### config.mk
export PLATFORM = sky130hd
export DESIGN_NAME = arm_top
export DESIGN_NICKNAME = d
export VERILOG_FILES = /design/src/rtl/arm_pkg.sv /design/src/rtl/arm_clkdiv.sv /design/src/rtl/arm_top.sv
export SDC_FILE = /design/constraint.sdc
export NUM_CORES = 1
export LEC_CHECK = 0
export BUFFER_PORTS_ARGS = -buffer_cell sky130_fd_sc_hd__buf_2
export CORE_MARGIN = 4
export CORE_UTILIZATION = 35
export CTS_CLUSTER_DIAMETER = 200
export DETAILED_ROUTE_END_ITERATION = 8
export PLACE_DENSITY = 0.55
export RECOVER_POWER = 25
export SETUP_SLACK_MARGIN = 0.05
export SYNTH_ARGS = -nofsm -noshare
export SYNTH_HDL_FRONTEND = slang
export SYNTH_SLANG_ARGS = --single-unit
### constraint.sdc
create_clock -name clock_i -period 3.8 [get_ports clock_i]
set_clock_uncertainty 0.1 [all_clocks]
set_input_delay 0.38 -clock clock_i [delete_from_list [all_inputs] [get_ports clock_i]]
set_output_delay 0.38 -clock clock_i [all_outputs]
set_load 0.03 [all_outputs]
### src/rtl/arm_pkg.sv
// Package of constants for the converter repeat-mode control block.
// Assumes a Wishbone slave with byte-wide control registers and 10-bit result registers in the low data bits.
package arm_pkg;

    // Register offsets are word indexes; the byte address on the bus is four times the index.
    localparam logic [9:0] CTRL0_IDX     = 10'h3D6;
    localparam logic [9:0] CTRL1_IDX     = 10'h3D7;
    localparam logic [9:0] CTRL2_IDX     = 10'h3D8;
    localparam logic [9:0] STATUS_IDX    = 10'h3D9;
    localparam logic [9:0] RESULT0_IDX   = 10'h3C0;
    localparam logic [11:0] CTRL0_ADDR   = {CTRL0_IDX, 2'h0};
    localparam logic [11:0] CTRL1_ADDR   = {CTRL1_IDX, 2'h0};
    localparam logic [11:0] CTRL2_ADDR   = {CTRL2_IDX, 2'h0};
    localparam logic [11:0] STATUS_ADDR  = {STATUS_IDX, 2'h0};
    localparam logic [11:0] RESULT0_ADDR = {RESULT0_IDX, 2'h0};

    // Control register 0 fields.
    localparam int CH_LSB   = 0;
    localparam int MODE_BIT = 3;
    localparam int TRG_BIT  = 5;
    localparam int START_BIT = 6;
    localparam int DIVA_BIT = 7;
    // Control register 1 fields.
    localparam int RES_BIT  = 3;
    localparam int DIVB_BIT = 4;
    localparam int VREF_BIT = 5;
    localparam int OPA_LSB  = 6;
    // Control register 2 fields.
    localparam int GSEL_LSB = 1;
    localparam int DIVC_BIT = 4;

    // Values after reset.
    localparam logic [7:0] CTRL0_RST = 8'h00;
    localparam logic [7:0] CTRL1_RST = 8'h00;
    localparam logic [7:0] CTRL2_RST = 8'h00;
    // Writable bit masks; unassigned bits hold zero.
    localparam logic [7:0] CTRL0_MASK = 8'hEF;
    localparam logic [7:0] CTRL1_MASK = 8'hF8;
    localparam logic [7:0] CTRL2_MASK = 8'h16;

    // External op-amp field codes.
    localparam logic [1:0] OPA_NONE = 2'h0;
    localparam logic [1:0] OPA_EX0  = 2'h1;
    localparam logic [1:0] OPA_EX1  = 2'h2;

    // Conversion timing in converter clock cycles.
    localparam logic [5:0] CONV_CYC_8  = 6'h1C;
    localparam logic [5:0] CONV_CYC_10 = 6'h21;
    localparam int NUM_INPUTS = 8;

    // Conversion sequencer states, Gray coded along idle, arm, convert.
    typedef enum logic [1:0] {
        ARM_IDLE = 2'b00,
        ARM_WAIT = 2'b01,
        ARM_CONV = 2'b11
    } arm_state_e;

endpackage : arm_pkg

### src/rtl/arm_clkdiv.sv
// Converter clock divider producing a one-cycle tick.
// Assumes a synchronised active-low reset from the top module.
`timescale 1ns/10ps
module arm_clkdiv (
    input  wire logic       clock_i,   // System clock.
    input  wire logic       rst_b_i,   // Synchronised reset, active low.
    input  wire logic [2:0] div_sel_i, // Divider code.
    output logic            tick_o     // Converter clock tick.
);

    logic [6:0] cnt_q;
    logic [6:0] limit;

    // Divider code selects division by 1, 2, 4 ... 128.
    always_comb
    begin
        limit = 7'((8'h01 << div_sel_i) - 8'h01);
    end

    // Free-running count producing one tick per period.
    always_ff @(posedge clock_i or negedge rst_b_i)
    begin
        if (!rst_b_i)
        begin
            cnt_q  <= 7'h00;
            tick_o <= 1'b0;
        end
        else if (cnt_q >= limit)
        begin
            cnt_q  <= 7'h00;
            tick_o <= 1'b1;
        end
        else
        begin
            cnt_q  <= cnt_q + 7'h01;
            tick_o <= 1'b0;
        end
    end

endmodule : arm_clkdiv

### src/rtl/arm_top.sv
// What this block does
// - Repeat conversions while start flag set.
// - Input from channel, group, op-amp fields.
// - Channel field maps to inputs 0..7.
// - Mode bit one selects repeat mode.
// - Software trigger starts on flag write.
// - External trigger starts on later falling edge.
// - Clearing start flag halts conversion.
// - Result lands in the input's register.
// - Unassigned bits write zero, read undefined.
// - Resolution bit picks eight or ten bits.
// - Op-amp field selects extended inputs.
// - Alternate group behaves like primary group.
// - Three divider bits set converter clock.
// - Block reference and start hazards.
// - Extended inputs store in results 0, 1.
//
// Converter control top with Wishbone register slave.
// Assumes an analog core that samples sample_input_o and returns a 10-bit code on conv_data_i.
//
// The Wishbone interface to the registers was decided locally.
`timescale 1ns/10ps
module arm_top (
    input  wire logic        clock_i,        // 100 MHz system clock.
    input  wire logic        rst_b_i,        // Asynchronous reset, active low.
    input  wire logic        wb_cyc_i,       // Wishbone cycle.
    input  wire logic        wb_stb_i,       // Wishbone strobe.
    input  wire logic        wb_we_i,        // Wishbone write enable.
    input  wire logic [11:0] wb_adr_i,       // Wishbone byte address.
    input  wire logic [3:0]  wb_sel_i,       // Wishbone byte selects.
    input  wire logic [31:0] wb_dat_i,       // Wishbone write data.
    output logic [31:0]      wb_dat_o,       // Wishbone read data.
    output logic             wb_ack_o,       // Wishbone acknowledge.
    input  wire logic        external_trigger_pin_i, // Trigger pin, falling edge starts.
    input  wire logic [9:0]  conv_data_i,    // Code from analog core.
    output logic [4:0]       sample_input_o, // Selected analog input code.
    output logic             vref_on_o,      // Reference ladder connected.
    output logic             converting_o    // Conversion running.
);

    logic       rst_meta_q;
    logic       rst_sync_q;
    logic [7:0] ctrl0_q;
    logic [7:0] ctrl1_q;
    logic [7:0] ctrl2_q;
    logic [9:0] result_q [arm_pkg::NUM_INPUTS];
    logic       trig_q;
    logic       div_tick;
    logic [5:0] cyc_q;
    logic [2:0] dest;
    logic [4:0] sel_code;
    logic       wr_acc;
    logic       rd_acc;
    logic       running;
    logic       conv_done;
    logic [7:0] wr_byte;
    logic [7:0] rd_byte;
    logic [31:0] rd_word;
    arm_pkg::arm_state_e state_q;

    // Release reset through two flip-flops.
    always_ff @(posedge clock_i or negedge rst_b_i)
    begin
        if (!rst_b_i)
        begin
            rst_meta_q <= 1'b0;
            rst_sync_q <= 1'b0;
        end
        else
        begin
            rst_meta_q <= 1'b1;
            rst_sync_q <= rst_meta_q;
        end
    end

    // Bus decode; every access is answered one cycle after it is taken.
    // A write lands on the edge at which the master sees the acknowledge, never earlier.
    assign wr_acc  = wb_cyc_i && wb_stb_i && wb_we_i && wb_sel_i[0] && wb_ack_o;
    assign rd_acc  = wb_cyc_i && wb_stb_i && !wb_ack_o;
    assign wr_byte = wb_dat_i[7:0];
    assign running = (state_q == arm_pkg::ARM_CONV);

    // Divider bits from three registers.
    // divider bit combination
    arm_clkdiv u_div (
        .clock_i   (clock_i),
        .rst_b_i   (rst_sync_q),
        .div_sel_i ({ctrl2_q[arm_pkg::DIVC_BIT], ctrl1_q[arm_pkg::DIVB_BIT], ctrl0_q[arm_pkg::DIVA_BIT]}),
        .tick_o    (div_tick)
    );

    // Control register 0 with start flag handling.
    always_ff @(posedge clock_i or negedge rst_sync_q)
    begin
        if (!rst_sync_q)
        begin
            ctrl0_q <= arm_pkg::CTRL0_RST;
        end
        else if (wr_acc && wb_adr_i == arm_pkg::CTRL0_ADDR)
        begin
            ctrl0_q <= wr_byte & arm_pkg::CTRL0_MASK;
            if (!ctrl1_q[arm_pkg::VREF_BIT])
            begin
                ctrl0_q[arm_pkg::START_BIT] <= 1'b0;
            end
        end
    end

    // Control register 1; reference may not drop while converting.
    always_ff @(posedge clock_i or negedge rst_sync_q)
    begin
        if (!rst_sync_q)
        begin
            ctrl1_q <= arm_pkg::CTRL1_RST;
        end
        else if (wr_acc && wb_adr_i == arm_pkg::CTRL1_ADDR)
        begin
            ctrl1_q <= wr_byte & arm_pkg::CTRL1_MASK;
            if (ctrl0_q[arm_pkg::START_BIT])
            begin
                ctrl1_q[arm_pkg::VREF_BIT] <= 1'b1;
            end
        end
    end

    // Control register 2 holds group select and third divider bit.
    always_ff @(posedge clock_i or negedge rst_sync_q)
    begin
        if (!rst_sync_q)
        begin
            ctrl2_q <= arm_pkg::CTRL2_RST;
        end
        else if (wr_acc && wb_adr_i == arm_pkg::CTRL2_ADDR)
        begin
            ctrl2_q <= wr_byte & arm_pkg::CTRL2_MASK;
        end
    end

    // Input selection and result destination.
    // combined input select
    always_comb
    begin
        dest     = ctrl0_q[arm_pkg::CH_LSB +: 3];
        sel_code = {1'b0, ctrl2_q[arm_pkg::GSEL_LSB], dest};
        unique case (ctrl1_q[arm_pkg::OPA_LSB +: 2])
            arm_pkg::OPA_EX0:
            begin
                dest     = 3'h0;
                sel_code = 5'h10;
            end
            arm_pkg::OPA_EX1:
            begin
                dest     = 3'h1;
                sel_code = 5'h11;
            end
            default:
            begin
            end
        endcase
    end

    // Trigger pin history for falling edge detection.
    always_ff @(posedge clock_i or negedge rst_sync_q)
    begin
        if (!rst_sync_q)
        begin
            trig_q <= 1'b1;
        end
        else
        begin
            trig_q <= external_trigger_pin_i;
        end
    end

    // Sequencer: idle, waiting for trigger, converting repeatedly.
    // no interrupt output exists
    always_ff @(posedge clock_i or negedge rst_sync_q)
    begin
        if (!rst_sync_q)
        begin
            state_q <= arm_pkg::ARM_IDLE;
        end
        else
        begin
            unique case (state_q)
                arm_pkg::ARM_IDLE:
                begin
                    if (ctrl0_q[arm_pkg::START_BIT] && ctrl0_q[arm_pkg::MODE_BIT])
                    begin
                        state_q <= ctrl0_q[arm_pkg::TRG_BIT] ? arm_pkg::ARM_WAIT : arm_pkg::ARM_CONV;
                    end
                end
                arm_pkg::ARM_WAIT:
                begin
                    if (!ctrl0_q[arm_pkg::START_BIT])
                    begin
                        state_q <= arm_pkg::ARM_IDLE;
                    end
                    else if (trig_q && !external_trigger_pin_i)
                    begin
                        state_q <= arm_pkg::ARM_CONV;
                    end
                end
                arm_pkg::ARM_CONV:
                begin
                    if (!ctrl0_q[arm_pkg::START_BIT])
                    begin
                        state_q <= arm_pkg::ARM_IDLE;
                    end
                end
                default:
                begin
                    state_q <= arm_pkg::ARM_IDLE;
                end
            endcase
        end
    end

    // Conversion cycle counter; restarts after each completion.
    // continuous reconversion
    always_ff @(posedge clock_i or negedge rst_sync_q)
    begin
        if (!rst_sync_q)
        begin
            cyc_q <= 6'h00;
        end
        else if (!running)
        begin
            cyc_q <= 6'h00;
        end
        else if (div_tick)
        begin
            cyc_q <= conv_done ? 6'h00 : cyc_q + 6'h01;
        end
    end

    assign conv_done = div_tick && running && (cyc_q == ((ctrl1_q[arm_pkg::RES_BIT] ?
                       arm_pkg::CONV_CYC_10 : arm_pkg::CONV_CYC_8) - 6'h01));

    // Result store to the selected input's register.
    // result to own register
    always_ff @(posedge clock_i or negedge rst_sync_q)
    begin
        if (!rst_sync_q)
        begin
            for (int i = 0; i < arm_pkg::NUM_INPUTS; i++)
            begin
                result_q[i] <= 10'h000;
            end
        end
        else if (conv_done)
        begin
            result_q[dest] <= ctrl1_q[arm_pkg::RES_BIT] ? conv_data_i : {2'h0, conv_data_i[9:2]};
        end
    end

    // Read multiplexer; the word is registered together with the acknowledge.
    always_comb
    begin
        rd_byte = 8'h00;
        rd_word = 32'h0000_0000;
        unique case (wb_adr_i)
            arm_pkg::CTRL0_ADDR:  rd_byte = ctrl0_q;
            arm_pkg::CTRL1_ADDR:  rd_byte = ctrl1_q;
            arm_pkg::CTRL2_ADDR:  rd_byte = ctrl2_q;
            arm_pkg::STATUS_ADDR: rd_byte = {6'h00, state_q};
            default:              rd_byte = 8'h00;
        endcase
        if (wb_adr_i[11:5] == arm_pkg::RESULT0_ADDR[11:5])
        begin
            rd_word = {22'h000000, result_q[wb_adr_i[4:2]]};
        end
        else
        begin
            rd_word = {24'h000000, rd_byte};
        end
    end

    // Acknowledge and status outputs.
    always_ff @(posedge clock_i or negedge rst_sync_q)
    begin
        if (!rst_sync_q)
        begin
            wb_ack_o       <= 1'b0;
            wb_dat_o       <= 32'h0000_0000;
            sample_input_o <= 5'h00;
            vref_on_o      <= 1'b0;
            converting_o   <= 1'b0;
        end
        else
        begin
            wb_ack_o       <= rd_acc;
            wb_dat_o       <= rd_acc ? rd_word : 32'h0000_0000;
            sample_input_o <= sel_code;
            vref_on_o      <= ctrl1_q[arm_pkg::VREF_BIT];
            converting_o   <= running;
        end
    end

    a_start_vref: assert property (@(posedge clock_i) disable iff (!rst_sync_q)
        ctrl0_q[arm_pkg::START_BIT] |-> ctrl1_q[arm_pkg::VREF_BIT])
        else $error("Start flag set without reference.");
    a_stop_flag: assert property (@(posedge clock_i) disable iff (!rst_sync_q)
        !ctrl0_q[arm_pkg::START_BIT] |=> state_q == arm_pkg::ARM_IDLE)
        else $error("Conversion continued after clear.");
    a_trig_edge: assert property (@(posedge clock_i) disable iff (!rst_sync_q)
        state_q == arm_pkg::ARM_WAIT && ctrl0_q[arm_pkg::START_BIT] && trig_q && !external_trigger_pin_i
        |=> state_q == arm_pkg::ARM_CONV)
        else $error("Trigger edge missed.");
    a_soft_start: assert property (@(posedge clock_i) disable iff (!rst_sync_q)
        state_q == arm_pkg::ARM_IDLE && ctrl0_q[arm_pkg::START_BIT] && ctrl0_q[arm_pkg::MODE_BIT]
        && !ctrl0_q[arm_pkg::TRG_BIT] |=> state_q == arm_pkg::ARM_CONV)
        else $error("Software start missed.");
    a_ext_sel: assert property (@(posedge clock_i) disable iff (!rst_sync_q)
        ctrl1_q[arm_pkg::OPA_LSB +: 2] == arm_pkg::OPA_EX1 |=> sample_input_o == 5'h11)
        else $error("Extended input one not selected.");
    a_ext_dest: assert property (@(posedge clock_i) disable iff (!rst_sync_q)
        conv_done && ctrl1_q[arm_pkg::OPA_LSB +: 2] == arm_pkg::OPA_EX0 && ctrl1_q[arm_pkg::RES_BIT]
        |=> result_q[0] == $past(conv_data_i))
        else $error("Extended result misplaced.");
    a_chan_map: assert property (@(posedge clock_i) disable iff (!rst_sync_q)
        ctrl1_q[arm_pkg::OPA_LSB +: 2] == arm_pkg::OPA_NONE
        |=> sample_input_o[2:0] == $past(ctrl0_q[2:0]))
        else $error("Channel mapping wrong.");
    a_repeat_run: assert property (@(posedge clock_i) disable iff (!rst_sync_q)
        conv_done && ctrl0_q[arm_pkg::START_BIT] |=> running && cyc_q == 6'h00)
        else $error("Repeat did not restart.");

endmodule : arm_top

==> impl_metrics.ini <==
[status]
status = complete, but fails checks
violations = capacitance limit, slew limit

[floorplanning]
die_h_microns = 143
boundaryPins = 104
die_width_microns = 143
start_util_pct = 35.5
core_sq_um = 17900
die-area_sq_um = 20400
rows = 49

[detailed_routing]
drc = 0
drt_iter0_drc = 176
ant_nets = 0
viasPerCell = 5.02
num_vias = 3929
routed_wl_microns = 13800
wl_per_cell_microns = 17.6
dr.pass1.iters = 4

[cells_and_area]
seq_area_sq_um = 3300
final_common_cell = dfrtp_1
finalNetCount = 616
area_growth_pct = 16.5
final_cell_area_sq_um = 7400
fillCellCount = 1667
final_cells = 783
final_cell_mix = dfrtp_1, mux2_2, buf_2
antenna_cells = 0
final_util_pct = 41.3
multi_input_area_sq_um = 2820
drive_gt1_share_pct = 39.7

[sta]
finalCriticalPeriod_ns = 2.79
fmax_mhz = 358
timing.hold.ws_ns = 0.0765
finalCritPeriodShare_pct = 73.5
setup_viol = 0
setup_ws_ns = 1.01
rsz0062_at_grt = false
slew_headroom_pct = -76.0
drv_slew = 66
hold_viol_final = 0
tightest_slew_ns = 2.64
tns_ns = 0

[critical_path]
criticalPathCategory = register to register
cp_data_arrival_time_ns = 3.04
crit_fanout = 8
critPathCaptureType = register
cp.required_ns = 4.05
crit_path_start_kind = register

[grt]
grt.overflow.total = 0
grt_max_degree = 66
grt_usage_pct = 14.4
antenna_found_initial = 0
grt_pass1_vias = 4057
grt_pass1_wl_microns = 22500

[synth]
syn_avg_cell_area_sq_um = 13.2
ys_top_cells_by_area = dfrtp_1, mux2_2, mux4_2, buf_4, mux2i_1
synth_top_area_share_pct = 51.6
async_flop_share_pct = 100
synth_edf_count = 0
ys_ff_latch = 132
syn_area_sq_um = 6350
synth_area_leader_cell = dfrtp_1
ys_types = 53
seq_area_frac_synth_pct = 52.0
syn_inst = 480
ys.warnings.count = 0
ys.flop_type = dfrtp_1

[power]
powerDensity_nw_per_um2 = 483
ir_drop_v = 0.000351
finalPower_mw = 3.57
p_leak_nw = 3.41

[place]
dp_slack_ns = 1.00
portBuffers = 54
dp_cells = 749
placed_area_sq_um = 6760
place.gp.congestion = 0.758
detailed_place_hpwl_microns = 9600

[clocking]
cts_resized = 0
cts_buffers = 17
clk_latency_ns = 0.42
cts_tree = built
clock_sinks = 132
clkTransAtPathRegs_ns = 0.06
cts-root-buf = clkbuf_16
cts_max_level = 4
clockBufferDepth = 2

[flow_run]
maxCapViolCount = 1

[min_path]
hold_path.class = primary input to register
cells in the mapped netlist (2+ instances only):
| library cell | count |
|---|---|
| nor3_1 | 6 |
| nor2_1 | 23 |
| dfrtp_1 | 131 |
| nor3b_1 | 2 |
| conb_1 | 2 |
| buf_6 | 2 |
| and3_1 | 3 |
| and2_1 | 4 |
| o22ai_1 | 5 |
| ha_1 | 11 |
| nand4_1 | 4 |
| mux4_2 | 20 |
| nand3b_1 | 5 |
| inv_1 | 12 |
| nor2b_1 | 3 |
| mux2_1 | 2 |
| a21o_1 | 3 |
| nor4_1 | 3 |
| nand3_1 | 10 |
| buf_4 | 25 |
| a31oi_1 | 2 |
| mux2i_1 | 14 |
| a21oi_1 | 8 |
| o21ai_0 | 10 |
| clkbuf_1 | 6 |
| buf_1 | 2 |
| buf_2 | 5 |
| nand2_2 | 4 |
| mux2_2 | 100 |
| a22oi_1 | 2 |
| xnor2_1 | 4 |
| nand2_1 | 23 |
| xor2_1 | 4 |
layout make-up:
class	instances	area share [%]
Sequential cell	132	44.6
Multi-Input combinational cell	317	38.0
Clock buffer	19	5.98
Timing Repair Buffer	61	4.39
Tap cell	229	3.87
Clock inverter	13	2.45
Inverter	12	0.609
state kept, by name (all words and copies together), names as in the netlist, 2 cells and up:
name,count
u_div.cnt_q,7
cyc_q,6
state_q,2
ctrl0_q,7
ctrl1_q,5
ctrl2_q,3
result_q,80
sample_input_o,5
wb_dat_o,10
cells by family (layout without fill, tap and decap cells):
kind of cell    Yosys count  count (layout)  synth area share [%]
simple gates            100             100                  8.25
fa+ha+maj                11              11                  2.17
xor+xnor                  8               8                  1.10
flops                   132             132                  52.0
other cells               2              23                 0.118
mux                     136             136                  27.4
compound gates           39              39                  4.08
buf+inv                  52             105                  4.88
final timing paths:
| kind | start | endpoint | slack, ns | cells past startpoint |
|---|---|---|---|---|
| hold / removal | wb_dat_i[4] | ctrl2_q[4]$_DFFE_PN0P_ | 0.08 | 3 |
| setup reg to reg | ctrl2_q[4]$_DFFE_PN0P_ | u_div.cnt_q[2]$_DFF_PN0_ | 1.01 | 11 |
| hold reg to reg | rst_meta_q$_DFF_PN0_ | rst_sync_q$_DFF_PN0_ | 0.25 | 0 |
| max in group asynchronous | rst_sync_q$_DFF_PN0_ | result_q[40]$_DFFE_PN0P_ | 1.04 | 1 |
| min in group asynchronous | rst_b_i | rst_meta_q$_DFF_PN0_ | 0.17 | 2 |
| setup / recovery | ctrl2_q[4]$_DFFE_PN0P_ | u_div.cnt_q[2]$_DFF_PN0_ | 1.01 | 11 |
layer usage:
layer	routed length, microns	GRT usage [%]	vias to the layer above
li1	-	-	1818
met1	6240	19.3	2000
met2	6620	23.0	95
met3	767	4.32	16
met4	182	3.85	0
met5	0	0	-
worst max-delay path, cell delays in order, from the launching register on:
cell	delay [ns]
dfrtp_1	0.46
or3_1	0.43
ha_1	0.28
nor3_1	0.15
a21oi_1	0.05
o21a_1	0.17
ha_1	0.29
a21o_1	0.16
a21oi_1	0.12
o21ai_0	0.10
a21o_1	0.27
nor2_1	0.13
report_power, final:
part	switching, mW	leakage, nW	internal, mW
Combinational	0.165	1.44	0.141
Sequential	0.0692	1.67	1.48
Clock	0.611	0.303	1.11
repair_timing:
item                                   in CTS  in global routing
endpoints found under the hold margin       3                  0
buffers inserted                            0                  0
hold buffers                                2                  0
Power figures use the tool's default switching activity.
